`src/common/pfctrm_pkg.sv`:
```
// Package with register map, field layout and carrier types for the trim and sticky flag bank.
package pfctrm_pkg;
    localparam logic [15:0] ADDR_UV_HYS = 16'hFE51;
    localparam logic [15:0] ADDR_LINE_OFS = 16'hFE53;
    localparam logic [15:0] ADDR_CS_LO_OFS = 16'hFE54;
    localparam logic [15:0] ADDR_CS_HI_GAIN = 16'hFE7E;
    localparam logic [15:0] ADDR_CS_HI_OFS = 16'hFE7F;
    localparam logic [15:0] ADDR_FLAGS0 = 16'hFE80;
    localparam logic [15:0] ADDR_FLAGS1 = 16'hFE81;
    localparam logic [15:0] ADDR_FLAGS2 = 16'hFE82;
    localparam logic [7:0] TRIM_RESET = 8'h00;
    localparam logic [7:0] FLAGS_RESET = 8'h00;
    localparam logic [7:0] FLAGS1_MASK = 8'h7F;
    localparam logic [7:0] FLAGS2_MASK = 8'h3E;
    localparam int RESP_MSB = 7;
    localparam int RESP_LSB = 6;
    localparam logic [1:0] RESP_DISABLE = 2'h2;
    localparam int GAIN_SIGN_BIT = 7;
    localparam int FLAG_REGS = 3;

    typedef struct packed {
        logic wr;
        logic rd;
        logic [15:0] addr;
        logic [7:0] wdata;
    } pfctrm_req_t;

    typedef struct packed {
        logic max_modulation;
        logic min_modulation;
        logic divider_fault;
        logic quick_overvoltage_trip;
        logic line_period_missing;
        logic line_sag;
        logic soft_start;
        logic relay_off;
    } pfctrm_cond0_t;

    typedef struct packed {
        logic rsvd;
        logic eeprom_unlocked;
        logic eeprom_bad;
        logic address_marginal;
        logic high_line;
        logic quick_overcurrent_trip;
        logic sync_locked;
        logic line_good_low;
    } pfctrm_cond1_t;

    typedef struct packed {
        logic [1:0] rsvd_hi;
        logic low_power;
        logic fast_loop;
        logic core_rail_over;
        logic supply_rail_over;
        logic supply_rail_under;
        logic rsvd_lo;
    } pfctrm_cond2_t;
endpackage : pfctrm_pkg

```
`src/verilog/pfctrm_bank.sv`:
```
// Trim registers, undervoltage restart hysteresis and read-to-clear sticky flag registers.
`timescale 1ns/1ps
`default_nettype none
module pfctrm_bank #(
    parameter int ADC_W = 12,
    parameter int VIN_W = 12
) (
    input wire logic clk,
    input wire logic rst_n,
    input wire pfctrm_pkg::pfctrm_req_t req,
    output logic [7:0] rdata,
    input wire logic trim_unlock,
    input wire logic [1:0] input_undervoltage_response,
    input wire logic [VIN_W-1:0] input_undervoltage_limit,
    input wire logic [VIN_W-1:0] input_turn_on_threshold,
    input wire logic [VIN_W-1:0] line_voltage_input,
    input wire logic uv_fault,
    output logic output_enable,
    input wire logic [ADC_W-1:0] line_adc_raw,
    output logic [ADC_W-1:0] line_adc_trimmed,
    input wire logic [ADC_W-1:0] cs_adc_raw,
    input wire logic cs_high_range,
    output logic [ADC_W-1:0] cs_adc_trimmed,
    output logic gain_negative,
    output logic [6:0] gain_magnitude,
    input wire pfctrm_pkg::pfctrm_cond0_t cond0,
    input wire pfctrm_pkg::pfctrm_cond1_t cond1,
    input wire pfctrm_pkg::pfctrm_cond2_t cond2
);
    import pfctrm_pkg::*;

    logic [7:0] uv_hys_r;
    logic [7:0] line_ofs_r;
    logic [7:0] cs_lo_ofs_r;
    logic [7:0] cs_hi_gain_r;
    logic [7:0] cs_hi_ofs_r;
    logic [7:0] flags_r [FLAG_REGS];
    logic [7:0] set_vec [FLAG_REGS];
    logic [7:0] mask_vec [FLAG_REGS];
    logic uv_tripped_r;
    logic [VIN_W:0] restart_level;
    logic hys_active;
    logic trim_wr;

    // Saturating subtraction so a large offset never wraps a small reading to full scale.
    function automatic logic [ADC_W-1:0] sub_sat(input logic [ADC_W-1:0] a, input logic [7:0] b);
        logic [ADC_W-1:0] bw;
        bw = ADC_W'(b);
        sub_sat = (a > bw) ? a - bw : '0;
    endfunction : sub_sat

    function automatic int flag_index(input logic [15:0] a);
        case (a)
            ADDR_FLAGS0: flag_index = 0;
            ADDR_FLAGS1: flag_index = 1;
            ADDR_FLAGS2: flag_index = 2;
            default: flag_index = -1;
        endcase
    endfunction : flag_index

    ////////////////////////////////////////////////////////////////////////////
    assign trim_wr = req.wr && trim_unlock;

    always_ff @(posedge clk or negedge rst_n) begin
        if (!rst_n) begin
            uv_hys_r <= TRIM_RESET;
        end else if (req.wr && req.addr == ADDR_UV_HYS) begin
            uv_hys_r <= req.wdata;
        end
    end

    always_ff @(posedge clk or negedge rst_n) begin
        if (!rst_n) begin
            line_ofs_r <= TRIM_RESET;
            cs_lo_ofs_r <= TRIM_RESET;
            cs_hi_gain_r <= TRIM_RESET;
            cs_hi_ofs_r <= TRIM_RESET;
        end else if (trim_wr) begin
            case (req.addr)
                ADDR_LINE_OFS: line_ofs_r <= req.wdata;
                ADDR_CS_LO_OFS: cs_lo_ofs_r <= req.wdata;
                ADDR_CS_HI_GAIN: cs_hi_gain_r <= req.wdata;
                ADDR_CS_HI_OFS: cs_hi_ofs_r <= req.wdata;
                default: ;
            endcase
        end
    end

    ////////////////////////////////////////////////////////////////////////////
    // Output disable on undervoltage; the fault detector itself lives outside.
    assign hys_active = input_undervoltage_response == RESP_DISABLE;
    assign restart_level = hys_active ? {1'b0, input_undervoltage_limit} + (VIN_W+1)'(uv_hys_r)
                                      : {1'b0, input_undervoltage_limit};

    always_ff @(posedge clk or negedge rst_n) begin
        if (!rst_n) begin
            uv_tripped_r <= 1'b0;
        end else if (uv_fault && hys_active) begin
            uv_tripped_r <= 1'b1;
        end else if ({1'b0, line_voltage_input} > restart_level) begin
            uv_tripped_r <= 1'b0;
        end
    end

    always_ff @(posedge clk or negedge rst_n) begin
        if (!rst_n) begin
            output_enable <= 1'b0;
        end else begin
            output_enable <= !uv_tripped_r && !(uv_fault && hys_active);
        end
    end

    ////////////////////////////////////////////////////////////////////////////
    always_ff @(posedge clk or negedge rst_n) begin
        if (!rst_n) begin
            line_adc_trimmed <= '0;
            cs_adc_trimmed <= '0;
            gain_negative <= 1'b0;
            gain_magnitude <= '0;
        end else begin
            line_adc_trimmed <= sub_sat(line_adc_raw, line_ofs_r);
            cs_adc_trimmed <= sub_sat(cs_adc_raw, cs_high_range ? cs_hi_ofs_r : cs_lo_ofs_r);
            gain_negative <= cs_hi_gain_r[GAIN_SIGN_BIT];
            gain_magnitude <= cs_hi_gain_r[6:0];
        end
    end

    ////////////////////////////////////////////////////////////////////////////
    // Condition inputs are on-chip logic on this clock, so no synchroniser.
    assign set_vec[0] = cond0;
    assign set_vec[1] = cond1 & FLAGS1_MASK;
    assign set_vec[2] = cond2 & FLAGS2_MASK;
    assign mask_vec[0] = 8'hFF;
    assign mask_vec[1] = FLAGS1_MASK;
    assign mask_vec[2] = FLAGS2_MASK;

    for (genvar g = 0; g < FLAG_REGS; g++) begin : g_flags
        always_ff @(posedge clk or negedge rst_n) begin
            if (!rst_n) begin
                flags_r[g] <= FLAGS_RESET;
            end else if (req.rd && flag_index(req.addr) == g) begin
                flags_r[g] <= set_vec[g];
            end else begin
                flags_r[g] <= flags_r[g] | set_vec[g];
            end
        end
    end

    ////////////////////////////////////////////////////////////////////////////
    always_ff @(posedge clk or negedge rst_n) begin
        if (!rst_n) begin
            rdata <= 8'h00;
        end else if (req.rd) begin
            case (req.addr)
                ADDR_UV_HYS: rdata <= uv_hys_r;
                ADDR_LINE_OFS: rdata <= line_ofs_r;
                ADDR_CS_LO_OFS: rdata <= cs_lo_ofs_r;
                ADDR_CS_HI_GAIN: rdata <= cs_hi_gain_r;
                ADDR_CS_HI_OFS: rdata <= cs_hi_ofs_r;
                ADDR_FLAGS0: rdata <= flags_r[0];
                ADDR_FLAGS1: rdata <= flags_r[1] & mask_vec[1];
                ADDR_FLAGS2: rdata <= flags_r[2] & mask_vec[2];
                default: rdata <= 8'h00;
            endcase
        end
    end

    ////////////////////////////////////////////////////////////////////////////
    trim_lock_a: assert property (@(posedge clk) disable iff (!rst_n)
        (req.wr && !trim_unlock && req.addr == ADDR_LINE_OFS) |=> $stable(line_ofs_r))
        else $error("Line offset trim changed while locked.");

    trim_write_a: assert property (@(posedge clk) disable iff (!rst_n)
        (req.wr && trim_unlock && req.addr == ADDR_CS_HI_OFS) |=> cs_hi_ofs_r == $past(req.wdata))
        else $error("Unlocked trim write not stored.");

    line_trim_a: assert property (@(posedge clk) disable iff (!rst_n)
        (line_adc_raw > ADC_W'(line_ofs_r)) |=> line_adc_trimmed == $past(line_adc_raw) - ADC_W'($past(line_ofs_r)))
        else $error("Line reading not offset corrected.");

    cs_range_a: assert property (@(posedge clk) disable iff (!rst_n)
        (cs_high_range && cs_adc_raw > ADC_W'(cs_hi_ofs_r))
        |=> cs_adc_trimmed == $past(cs_adc_raw) - ADC_W'($past(cs_hi_ofs_r)))
        else $error("High range offset not applied.");

    gain_sign_a: assert property (@(posedge clk) disable iff (!rst_n)
        1'b1 |=> gain_negative == $past(cs_hi_gain_r[GAIN_SIGN_BIT]))
        else $error("Gain sign not from bit seven.");

    flag_hold_a: assert property (@(posedge clk) disable iff (!rst_n)
        (flags_r[0][3] && !(req.rd && req.addr == ADDR_FLAGS0)) |=> flags_r[0][3])
        else $error("Sticky flag dropped without read.");

    flag_clear_a: assert property (@(posedge clk) disable iff (!rst_n)
        (req.rd && req.addr == ADDR_FLAGS1 && set_vec[1] == 8'h00 && set_vec[0] == 8'h00)
        |=> flags_r[1] == 8'h00 && flags_r[0] == $past(flags_r[0]))
        else $error("Read clear hit the wrong register.");

    flag_race_a: assert property (@(posedge clk) disable iff (!rst_n)
        (req.rd && req.addr == ADDR_FLAGS2 && cond2.core_rail_over) |=> flags_r[2][3])
        else $error("Event lost during read clear.");

    rsvd_zero_a: assert property (@(posedge clk) disable iff (!rst_n)
        (req.rd && req.addr == ADDR_FLAGS2) |=> rdata[7:6] == 2'h0 && rdata[0] == 1'b0)
        else $error("Reserved flag bits not zero.");

    uv_restart_a: assert property (@(posedge clk) disable iff (!rst_n)
        (uv_tripped_r && {1'b0, line_voltage_input} <= restart_level && !uv_fault) |=> ##1 !output_enable)
        else $error("Output restarted below hysteresis level.");

    uv_trip_a: assert property (@(posedge clk) disable iff (!rst_n)
        (uv_fault && hys_active) |=> !output_enable)
        else $error("Output kept running through undervoltage.");

    uv_release_a: assert property (@(posedge clk) disable iff (!rst_n)
        (uv_tripped_r && !uv_fault && {1'b0, line_voltage_input} > restart_level) |=> !uv_tripped_r)
        else $error("Trip not released above hysteresis level.");

    hys_ignored_a: assert property (@(posedge clk) disable iff (!rst_n)
        (!hys_active && !uv_tripped_r) |=> output_enable)
        else $error("Other response disabled the output.");

    hys_write_a: assert property (@(posedge clk) disable iff (!rst_n)
        (req.wr && req.addr == ADDR_UV_HYS) |=> uv_hys_r == $past(req.wdata))
        else $error("Hysteresis write not stored.");

    lo_ofs_lock_a: assert property (@(posedge clk) disable iff (!rst_n)
        (req.wr && !trim_unlock && req.addr == ADDR_CS_LO_OFS) |=> $stable(cs_lo_ofs_r))
        else $error("Low range offset changed while locked.");

    gain_lock_a: assert property (@(posedge clk) disable iff (!rst_n)
        (req.wr && !trim_unlock && req.addr == ADDR_CS_HI_GAIN) |=> $stable(cs_hi_gain_r))
        else $error("Gain trim changed while locked.");

    hi_ofs_lock_a: assert property (@(posedge clk) disable iff (!rst_n)
        (req.wr && !trim_unlock && req.addr == ADDR_CS_HI_OFS) |=> $stable(cs_hi_ofs_r))
        else $error("High range offset changed while locked.");

    line_write_a: assert property (@(posedge clk) disable iff (!rst_n)
        (req.wr && trim_unlock && req.addr == ADDR_LINE_OFS) |=> line_ofs_r == $past(req.wdata))
        else $error("Unlocked line offset write not stored.");

    lo_write_a: assert property (@(posedge clk) disable iff (!rst_n)
        (req.wr && trim_unlock && req.addr == ADDR_CS_LO_OFS) |=> cs_lo_ofs_r == $past(req.wdata))
        else $error("Unlocked low range write not stored.");

    gain_write_a: assert property (@(posedge clk) disable iff (!rst_n)
        (req.wr && trim_unlock && req.addr == ADDR_CS_HI_GAIN) |=> cs_hi_gain_r == $past(req.wdata))
        else $error("Unlocked gain write not stored.");

    line_floor_a: assert property (@(posedge clk) disable iff (!rst_n)
        (line_adc_raw <= ADC_W'(line_ofs_r)) |=> line_adc_trimmed == '0)
        else $error("Line reading not floored at zero.");

    cs_low_a: assert property (@(posedge clk) disable iff (!rst_n)
        (!cs_high_range && cs_adc_raw > ADC_W'(cs_lo_ofs_r))
        |=> cs_adc_trimmed == $past(cs_adc_raw) - ADC_W'($past(cs_lo_ofs_r)))
        else $error("Low range offset not applied.");

    gain_mag_a: assert property (@(posedge clk) disable iff (!rst_n)
        1'b1 |=> gain_magnitude == $past(cs_hi_gain_r[6:0]))
        else $error("Gain magnitude not from low seven bits.");

    // Every condition bit outside the masked reserved bits is latched one edge after it is seen, even during a read-clear.
    max_mod_a: assert property (@(posedge clk) disable iff (!rst_n)
        cond0.max_modulation |=> flags_r[0][7])
        else $error("Maximum modulation flag not latched.");

    min_mod_a: assert property (@(posedge clk) disable iff (!rst_n)
        cond0.min_modulation |=> flags_r[0][6])
        else $error("Minimum modulation flag not latched.");

    divider_flag_a: assert property (@(posedge clk) disable iff (!rst_n)
        cond0.divider_fault |=> flags_r[0][5])
        else $error("Divider fault flag not latched.");

    quick_ov_a: assert property (@(posedge clk) disable iff (!rst_n)
        cond0.quick_overvoltage_trip |=> flags_r[0][4])
        else $error("Quick overvoltage flag not latched.");

    period_flag_a: assert property (@(posedge clk) disable iff (!rst_n)
        cond0.line_period_missing |=> flags_r[0][3])
        else $error("Missing period flag not latched.");

    sag_flag_a: assert property (@(posedge clk) disable iff (!rst_n)
        cond0.line_sag |=> flags_r[0][2])
        else $error("Line sag flag not latched.");

    soft_start_a: assert property (@(posedge clk) disable iff (!rst_n)
        cond0.soft_start |=> flags_r[0][1])
        else $error("Soft start flag not latched.");

    relay_flag_a: assert property (@(posedge clk) disable iff (!rst_n)
        cond0.relay_off |=> flags_r[0][0])
        else $error("Relay off flag not latched.");

    eeprom_open_a: assert property (@(posedge clk) disable iff (!rst_n)
        cond1.eeprom_unlocked |=> flags_r[1][6])
        else $error("EEPROM unlocked flag not latched.");

    eeprom_bad_a: assert property (@(posedge clk) disable iff (!rst_n)
        cond1.eeprom_bad |=> flags_r[1][5])
        else $error("EEPROM check flag not latched.");

    addr_margin_a: assert property (@(posedge clk) disable iff (!rst_n)
        cond1.address_marginal |=> flags_r[1][4])
        else $error("Address margin flag not latched.");

    high_line_a: assert property (@(posedge clk) disable iff (!rst_n)
        cond1.high_line |=> flags_r[1][3])
        else $error("High line flag not latched.");

    quick_oc_a: assert property (@(posedge clk) disable iff (!rst_n)
        cond1.quick_overcurrent_trip |=> flags_r[1][2])
        else $error("Quick overcurrent flag not latched.");

    sync_locked_a: assert property (@(posedge clk) disable iff (!rst_n)
        cond1.sync_locked |=> flags_r[1][1])
        else $error("Sync locked flag not latched.");

    line_good_a: assert property (@(posedge clk) disable iff (!rst_n)
        cond1.line_good_low |=> flags_r[1][0])
        else $error("Line good flag not latched.");

    low_power_a: assert property (@(posedge clk) disable iff (!rst_n)
        cond2.low_power |=> flags_r[2][5])
        else $error("Low power flag not latched.");

    fast_loop_a: assert property (@(posedge clk) disable iff (!rst_n)
        cond2.fast_loop |=> flags_r[2][4])
        else $error("Fast loop flag not latched.");

    core_over_a: assert property (@(posedge clk) disable iff (!rst_n)
        cond2.core_rail_over |=> flags_r[2][3])
        else $error("Core rail flag not latched.");

    supply_over_a: assert property (@(posedge clk) disable iff (!rst_n)
        cond2.supply_rail_over |=> flags_r[2][2])
        else $error("Supply overvoltage flag not latched.");

    supply_under_a: assert property (@(posedge clk) disable iff (!rst_n)
        cond2.supply_rail_under |=> flags_r[2][1])
        else $error("Supply undervoltage flag not latched.");

    hold_first_a: assert property (@(posedge clk) disable iff (!rst_n)
        !(req.rd && req.addr == ADDR_FLAGS0) |=> (flags_r[0] & $past(flags_r[0])) == $past(flags_r[0]))
        else $error("First flag register dropped a bit.");

    hold_second_a: assert property (@(posedge clk) disable iff (!rst_n)
        !(req.rd && req.addr == ADDR_FLAGS1) |=> (flags_r[1] & $past(flags_r[1])) == $past(flags_r[1]))
        else $error("Second flag register dropped a bit.");

    hold_third_a: assert property (@(posedge clk) disable iff (!rst_n)
        !(req.rd && req.addr == ADDR_FLAGS2) |=> (flags_r[2] & $past(flags_r[2])) == $past(flags_r[2]))
        else $error("Third flag register dropped a bit.");

    clear_first_a: assert property (@(posedge clk) disable iff (!rst_n)
        (req.rd && req.addr == ADDR_FLAGS0) |=> flags_r[0] == $past(set_vec[0]))
        else $error("First flag register not cleared by read.");

    clear_third_a: assert property (@(posedge clk) disable iff (!rst_n)
        (req.rd && req.addr == ADDR_FLAGS2) |=> flags_r[2] == $past(set_vec[2]))
        else $error("Third flag register not cleared by read.");

    read_first_a: assert property (@(posedge clk) disable iff (!rst_n)
        (req.rd && req.addr == ADDR_FLAGS0) |=> rdata == $past(flags_r[0]))
        else $error("First flag read lost its value.");

    read_second_a: assert property (@(posedge clk) disable iff (!rst_n)
        (req.rd && req.addr == ADDR_FLAGS1) |=> rdata == ($past(flags_r[1]) & FLAGS1_MASK))
        else $error("Second flag read lost its value.");

    read_third_a: assert property (@(posedge clk) disable iff (!rst_n)
        (req.rd && req.addr == ADDR_FLAGS2) |=> rdata == ($past(flags_r[2]) & FLAGS2_MASK))
        else $error("Third flag read lost its value.");

    rsvd_second_a: assert property (@(posedge clk) disable iff (!rst_n)
        (req.rd && req.addr == ADDR_FLAGS1) |=> rdata[7] == 1'b0)
        else $error("Reserved second flag bit not zero.");

    flag_write_a: assert property (@(posedge clk) disable iff (!rst_n)
        (req.wr && !req.rd && req.addr == ADDR_FLAGS0 && set_vec[0] == 8'h00) |=> flags_r[0] == $past(flags_r[0]))
        else $error("Write changed a flag register.");
endmodule : pfctrm_bank
`default_nettype wire

```
`config.mk`:
```
export PLATFORM = sky130hd
export DESIGN_NAME = pfctrm_bank
export DESIGN_NICKNAME = d
export VERILOG_FILES = /design/src/common/pfctrm_pkg.sv /design/src/verilog/pfctrm_bank.sv
export SDC_FILE = /design/constraint.sdc
export NUM_CORES = 1
export LEC_CHECK = 0
export BUFFER_PORTS_ARGS = -buffer_cell sky130_fd_sc_hd__buf_4
export CAP_MARGIN = 5
export CORE_MARGIN = 2
export CORE_UTILIZATION = 35
export DETAILED_ROUTE_END_ITERATION = 6
export PLACE_DENSITY = 0.66
export SYNTH_ARGS = -nofsm -noshare
export SYNTH_HDL_FRONTEND = slang
export SYNTH_SLANG_ARGS = --single-unit
```
`constraint.sdc`:
```
create_clock -name clk -period 2.7 [get_ports clk]
set_clock_uncertainty 0.1 [all_clocks]
set_input_delay 0.135 -clock clk [delete_from_list [all_inputs] [get_ports clk]]
set_output_delay 0.135 -clock clk [all_outputs]
set_load 0.005 [all_outputs]
```
==> impl_metrics.tcl <==
set metrics [dict create \
    status "finished, violations left" \
    failed_checks "negative setup slack" \
    cp_data_arrival_time_ps 3140 \
    cts_made_buffers 9 \
    ys.flop_type "dfrtp_1" \
    rsz0062_at_grt "yes" \
    critical_path_buf_inv_count 1 \
    max_freq_mhz 337.1 \
    path_cells "ha_2 -> inv_2 -> fa_2 -> nor2b_2 -> o2111ai_1 -> nand3_1 -> o41a_1 -> nand4_1 -> xor2_1 -> ha_1 -> and3_4 -> a221oi_2 -> o31ai_1 -> a31oi_1" \
    n_fill_cell 1526 \
    synth_edf_count 0 \
    place_congestion 0.9241 \
    critical_path.top_delay_family "adder cells" \
    cp_max_fo 3 \
    timing.final.hold_violations 0 \
    dr.pass1.iters 5 \
    die_y_um 134.6 \
    critPathLaunchType "flip-flop" \
    grt-busiest-layer "met2" \
    grt_max_degree 53 \
    hold_slack_ps 45.33 \
    finalNonFillerCells 983 \
    drv_cap 0 \
    antenna_found_initial 0 \
    syn_nets 716 \
    final_area_mm2 0.008144 \
    overflow 0 \
    ys_seq_area_share_pct 42.76 \
    cpPeakStageDelay_ps 370 \
    die_w_um 134.6 \
    vias 5138 \
    port_buffers 141 \
    fin_crit_sh_pct 109.9 \
    dpl.hpwl_um 12950 \
    drc 0 \
    ys_ff_latch 102 \
    clkSlewWorstSetupHoldPaths_ps 70 \
    synth_area_mm2 0.005969 \
    htree_levels 3 \
    layout.nets 914 \
    crit_slowest_cell "dfrtp_1" \
    wl_per_cell_um 16.78 \
    hp-class "in2reg" \
    ctsRootBufferMaster "clkbuf_16" \
    critPathCaptureType "flip-flop" \
    synth_area_per_cell_um2 10.66 \
    ys_warn_count 0 \
    finalSetupViolCount 1 \
    clkLatencyLatePin_ps 350 \
    grt_usage_pct 18.77 \
    final_core_util_pct 48.94 \
    placedCellCount 927 \
    post-route-min-period_ps 2966 \
    drive_gt1_share_pct 31.98 \
    grt_pass1_wl_um 26990 \
    grt_use_met2_pct 32.06 \
    fin_ws_ps -266.4 \
    totalPowerFinal_mw 3.477 \
    io_pins 158 \
    clock_path_buffers 2 \
    grtUsageMet3_pct 4.317 \
    drv_slew 0 \
    postRouteAntennaNets 0 \
    start_util_pct 35.87 \
    syn_to_final_growth_pct 36.43 \
    yosysUniqueCellTypes 65 \
    synthArstFlopShare_pct 100.0 \
    fin_setup_tns_ps -266.4 \
    relSlewSlack_pct 55.14 \
    p_per_area_mw_per_mm2 427.0 \
    wl_um 16500 \
    viasPerCell 5.227 \
    core_mm2 0.01664 \
    critPathKind "reg2reg" \
    layout.area.seq_mm2 0.002552 \
    worst_pin_slew_ps 672.9 \
    ir_drop_uv 378.5 \
    use_met1_pct 24.32 \
    cts_tree "yes" \
    dieArea_mm2 0.01812 \
    place_ws_ps -310.3 \
    drt_iter0_drc 301 \
    row_count 47 \
    power.static_leakage_nw 3.734 \
    antenna_cells 0 \
    cts.sinks 102 \
    synthCells 560 \
    r2r_slack_ps -270 \
    dpl_cell_area_mm2 0.007426 \
    required_ps 2880 \
    grt_pass1_vias 5357 \
    multi_input_area_mm2 0.003273 \
]
## registers in the layout, summed over array words and instances, names as in the netlist
signal,count
flags_r,20
cs_adc_trimmed,12
line_adc_trimmed,12
cs_hi_gain_r,8
cs_hi_ofs_r,8
cs_lo_ofs_r,8
line_ofs_r,8
rdata,8
uv_hys_r,8
gain_magnitude,7
gain_negative,1
output_enable,1
uv_tripped_r,1
## cell families after synthesis
logic type | Yosys count | share of synthesized area (%)
compound gates | 140 | 16.14
xor+xnor | 21 | 3.081
fa+ha+maj | 39 | 8.552
buf+inv | 44 | 2.892
flops | 102 | 42.76
mux | 58 | 10.58
simple gates | 156 | 15.99
## synth_stat cells, types with 5 or more instances
master / instances / share of area, %
a211oi_1: 5 / 0.63
a21o_1: 26 / 3.3
a21oi_1: 25 / 2.1
a221oi_1: 5 / 0.73
a22oi_1: 9 / 1.1
a31oi_1: 6 / 0.63
and3_1: 6 / 0.63
buf_2: 6 / 0.50
clkbuf_1: 8 / 0.50
dfrtp_1: 102 / 43
ha_1: 36 / 7.5
inv_1: 28 / 1.8
mux2_1: 7 / 1.3
mux2_2: 34 / 6.4
mux2i_1: 17 / 2.9
nand2_1: 27 / 1.7
nand2b_1: 5 / 0.52
nand3_1: 10 / 0.84
nand4_1: 8 / 0.84
nor2_1: 46 / 2.9
nor2b_1: 9 / 0.94
nor3_1: 12 / 1.0
o21a_1: 8 / 1.0
o21ai_0: 19 / 1.6
o22ai_1: 6 / 0.63
xnor2_1: 14 / 2.1
xor2_1: 7 / 1.0
## worst paths after layout
| kind | cells past startpoint | end | startpoint |
|---|---|---|---|
| hold / removal | 3 | cs_adc_trimmed[8]$_DFF_PN0_ | cs_adc_raw[9] |
| min in group asynchronous | 2 | output_enable$_DFF_PN0_ | rst_n |
| setup / recovery | 14 | uv_tripped_r$_DFFE_PN0P_ | uv_hys_r[0]$_DFFE_PN0P_ |
| setup reg to reg | 14 | uv_tripped_r$_DFFE_PN0P_ | uv_hys_r[0]$_DFFE_PN0P_ |
| max in group asynchronous | 3 | uv_hys_r[2]$_DFFE_PN0P_ | rst_n |
| hold reg to reg | 0 | gain_negative$_DFF_PN0_ | cs_hi_gain_r[7]$_DFFE_PN0P_ |
## metal layers
layer	part of all wire (%)	wire length, um
met1	44	7176
met2	49	8100
met3	5.8	952
met4	1.6	267
met5	0	0
## worst register-to-register path, delay by kind of cell, from the launching register on
kind	cells	cell delay (ps)
adders and majority gates	3	860
AOI/OAI and AO/OA	5	790
and+or+nand+nor	4	560
DFF	1	370
xor gates and xnor gates	1	180
buffers and inverters	1	40
## layout by cell type, fill, tap and decap left out, drive strengths merged, types with 7 or more instances in the layout
cell	count
clkbuf	10
nor2b	9
mux2i	17
mux2	41
a21oi	25
nand4	10
o21ai	23
nor2	46
nor3	14
a21o	26
xor2	7
xnor2	14
o21a	8
nor4	8
dfrtp	102
nand2	28
inv	31
nand3	11
buf	163
ha	36
a22oi	9
dlygate4sd3	39
## power breakdown
part           internal (mW)  switching, mW
logic                  0.296          0.257
registers               1.56         0.0109
clock network          0.751          0.599
## what timing repair did
item,in CTS,in global routing
hold buffers,39,0
endpoints found under the hold margin,126,0
cloned,0,0
setup endpoints to repair,1,11
pin swaps,6,0
buffers inserted,1,0
resized for setup,2,4
## final cells by class
class | count | area share (%)
multi-input cells | 414 | 40.19
repair buffers | 202 | 19.97
clock inverters | 6 | 0.8450
well taps | 220 | 3.380
clock buffers | 10 | 2.934
inverters | 29 | 1.337
flip-flops and latches | 102 | 31.34
Note: power is estimated with default switching activity, not from simulation.
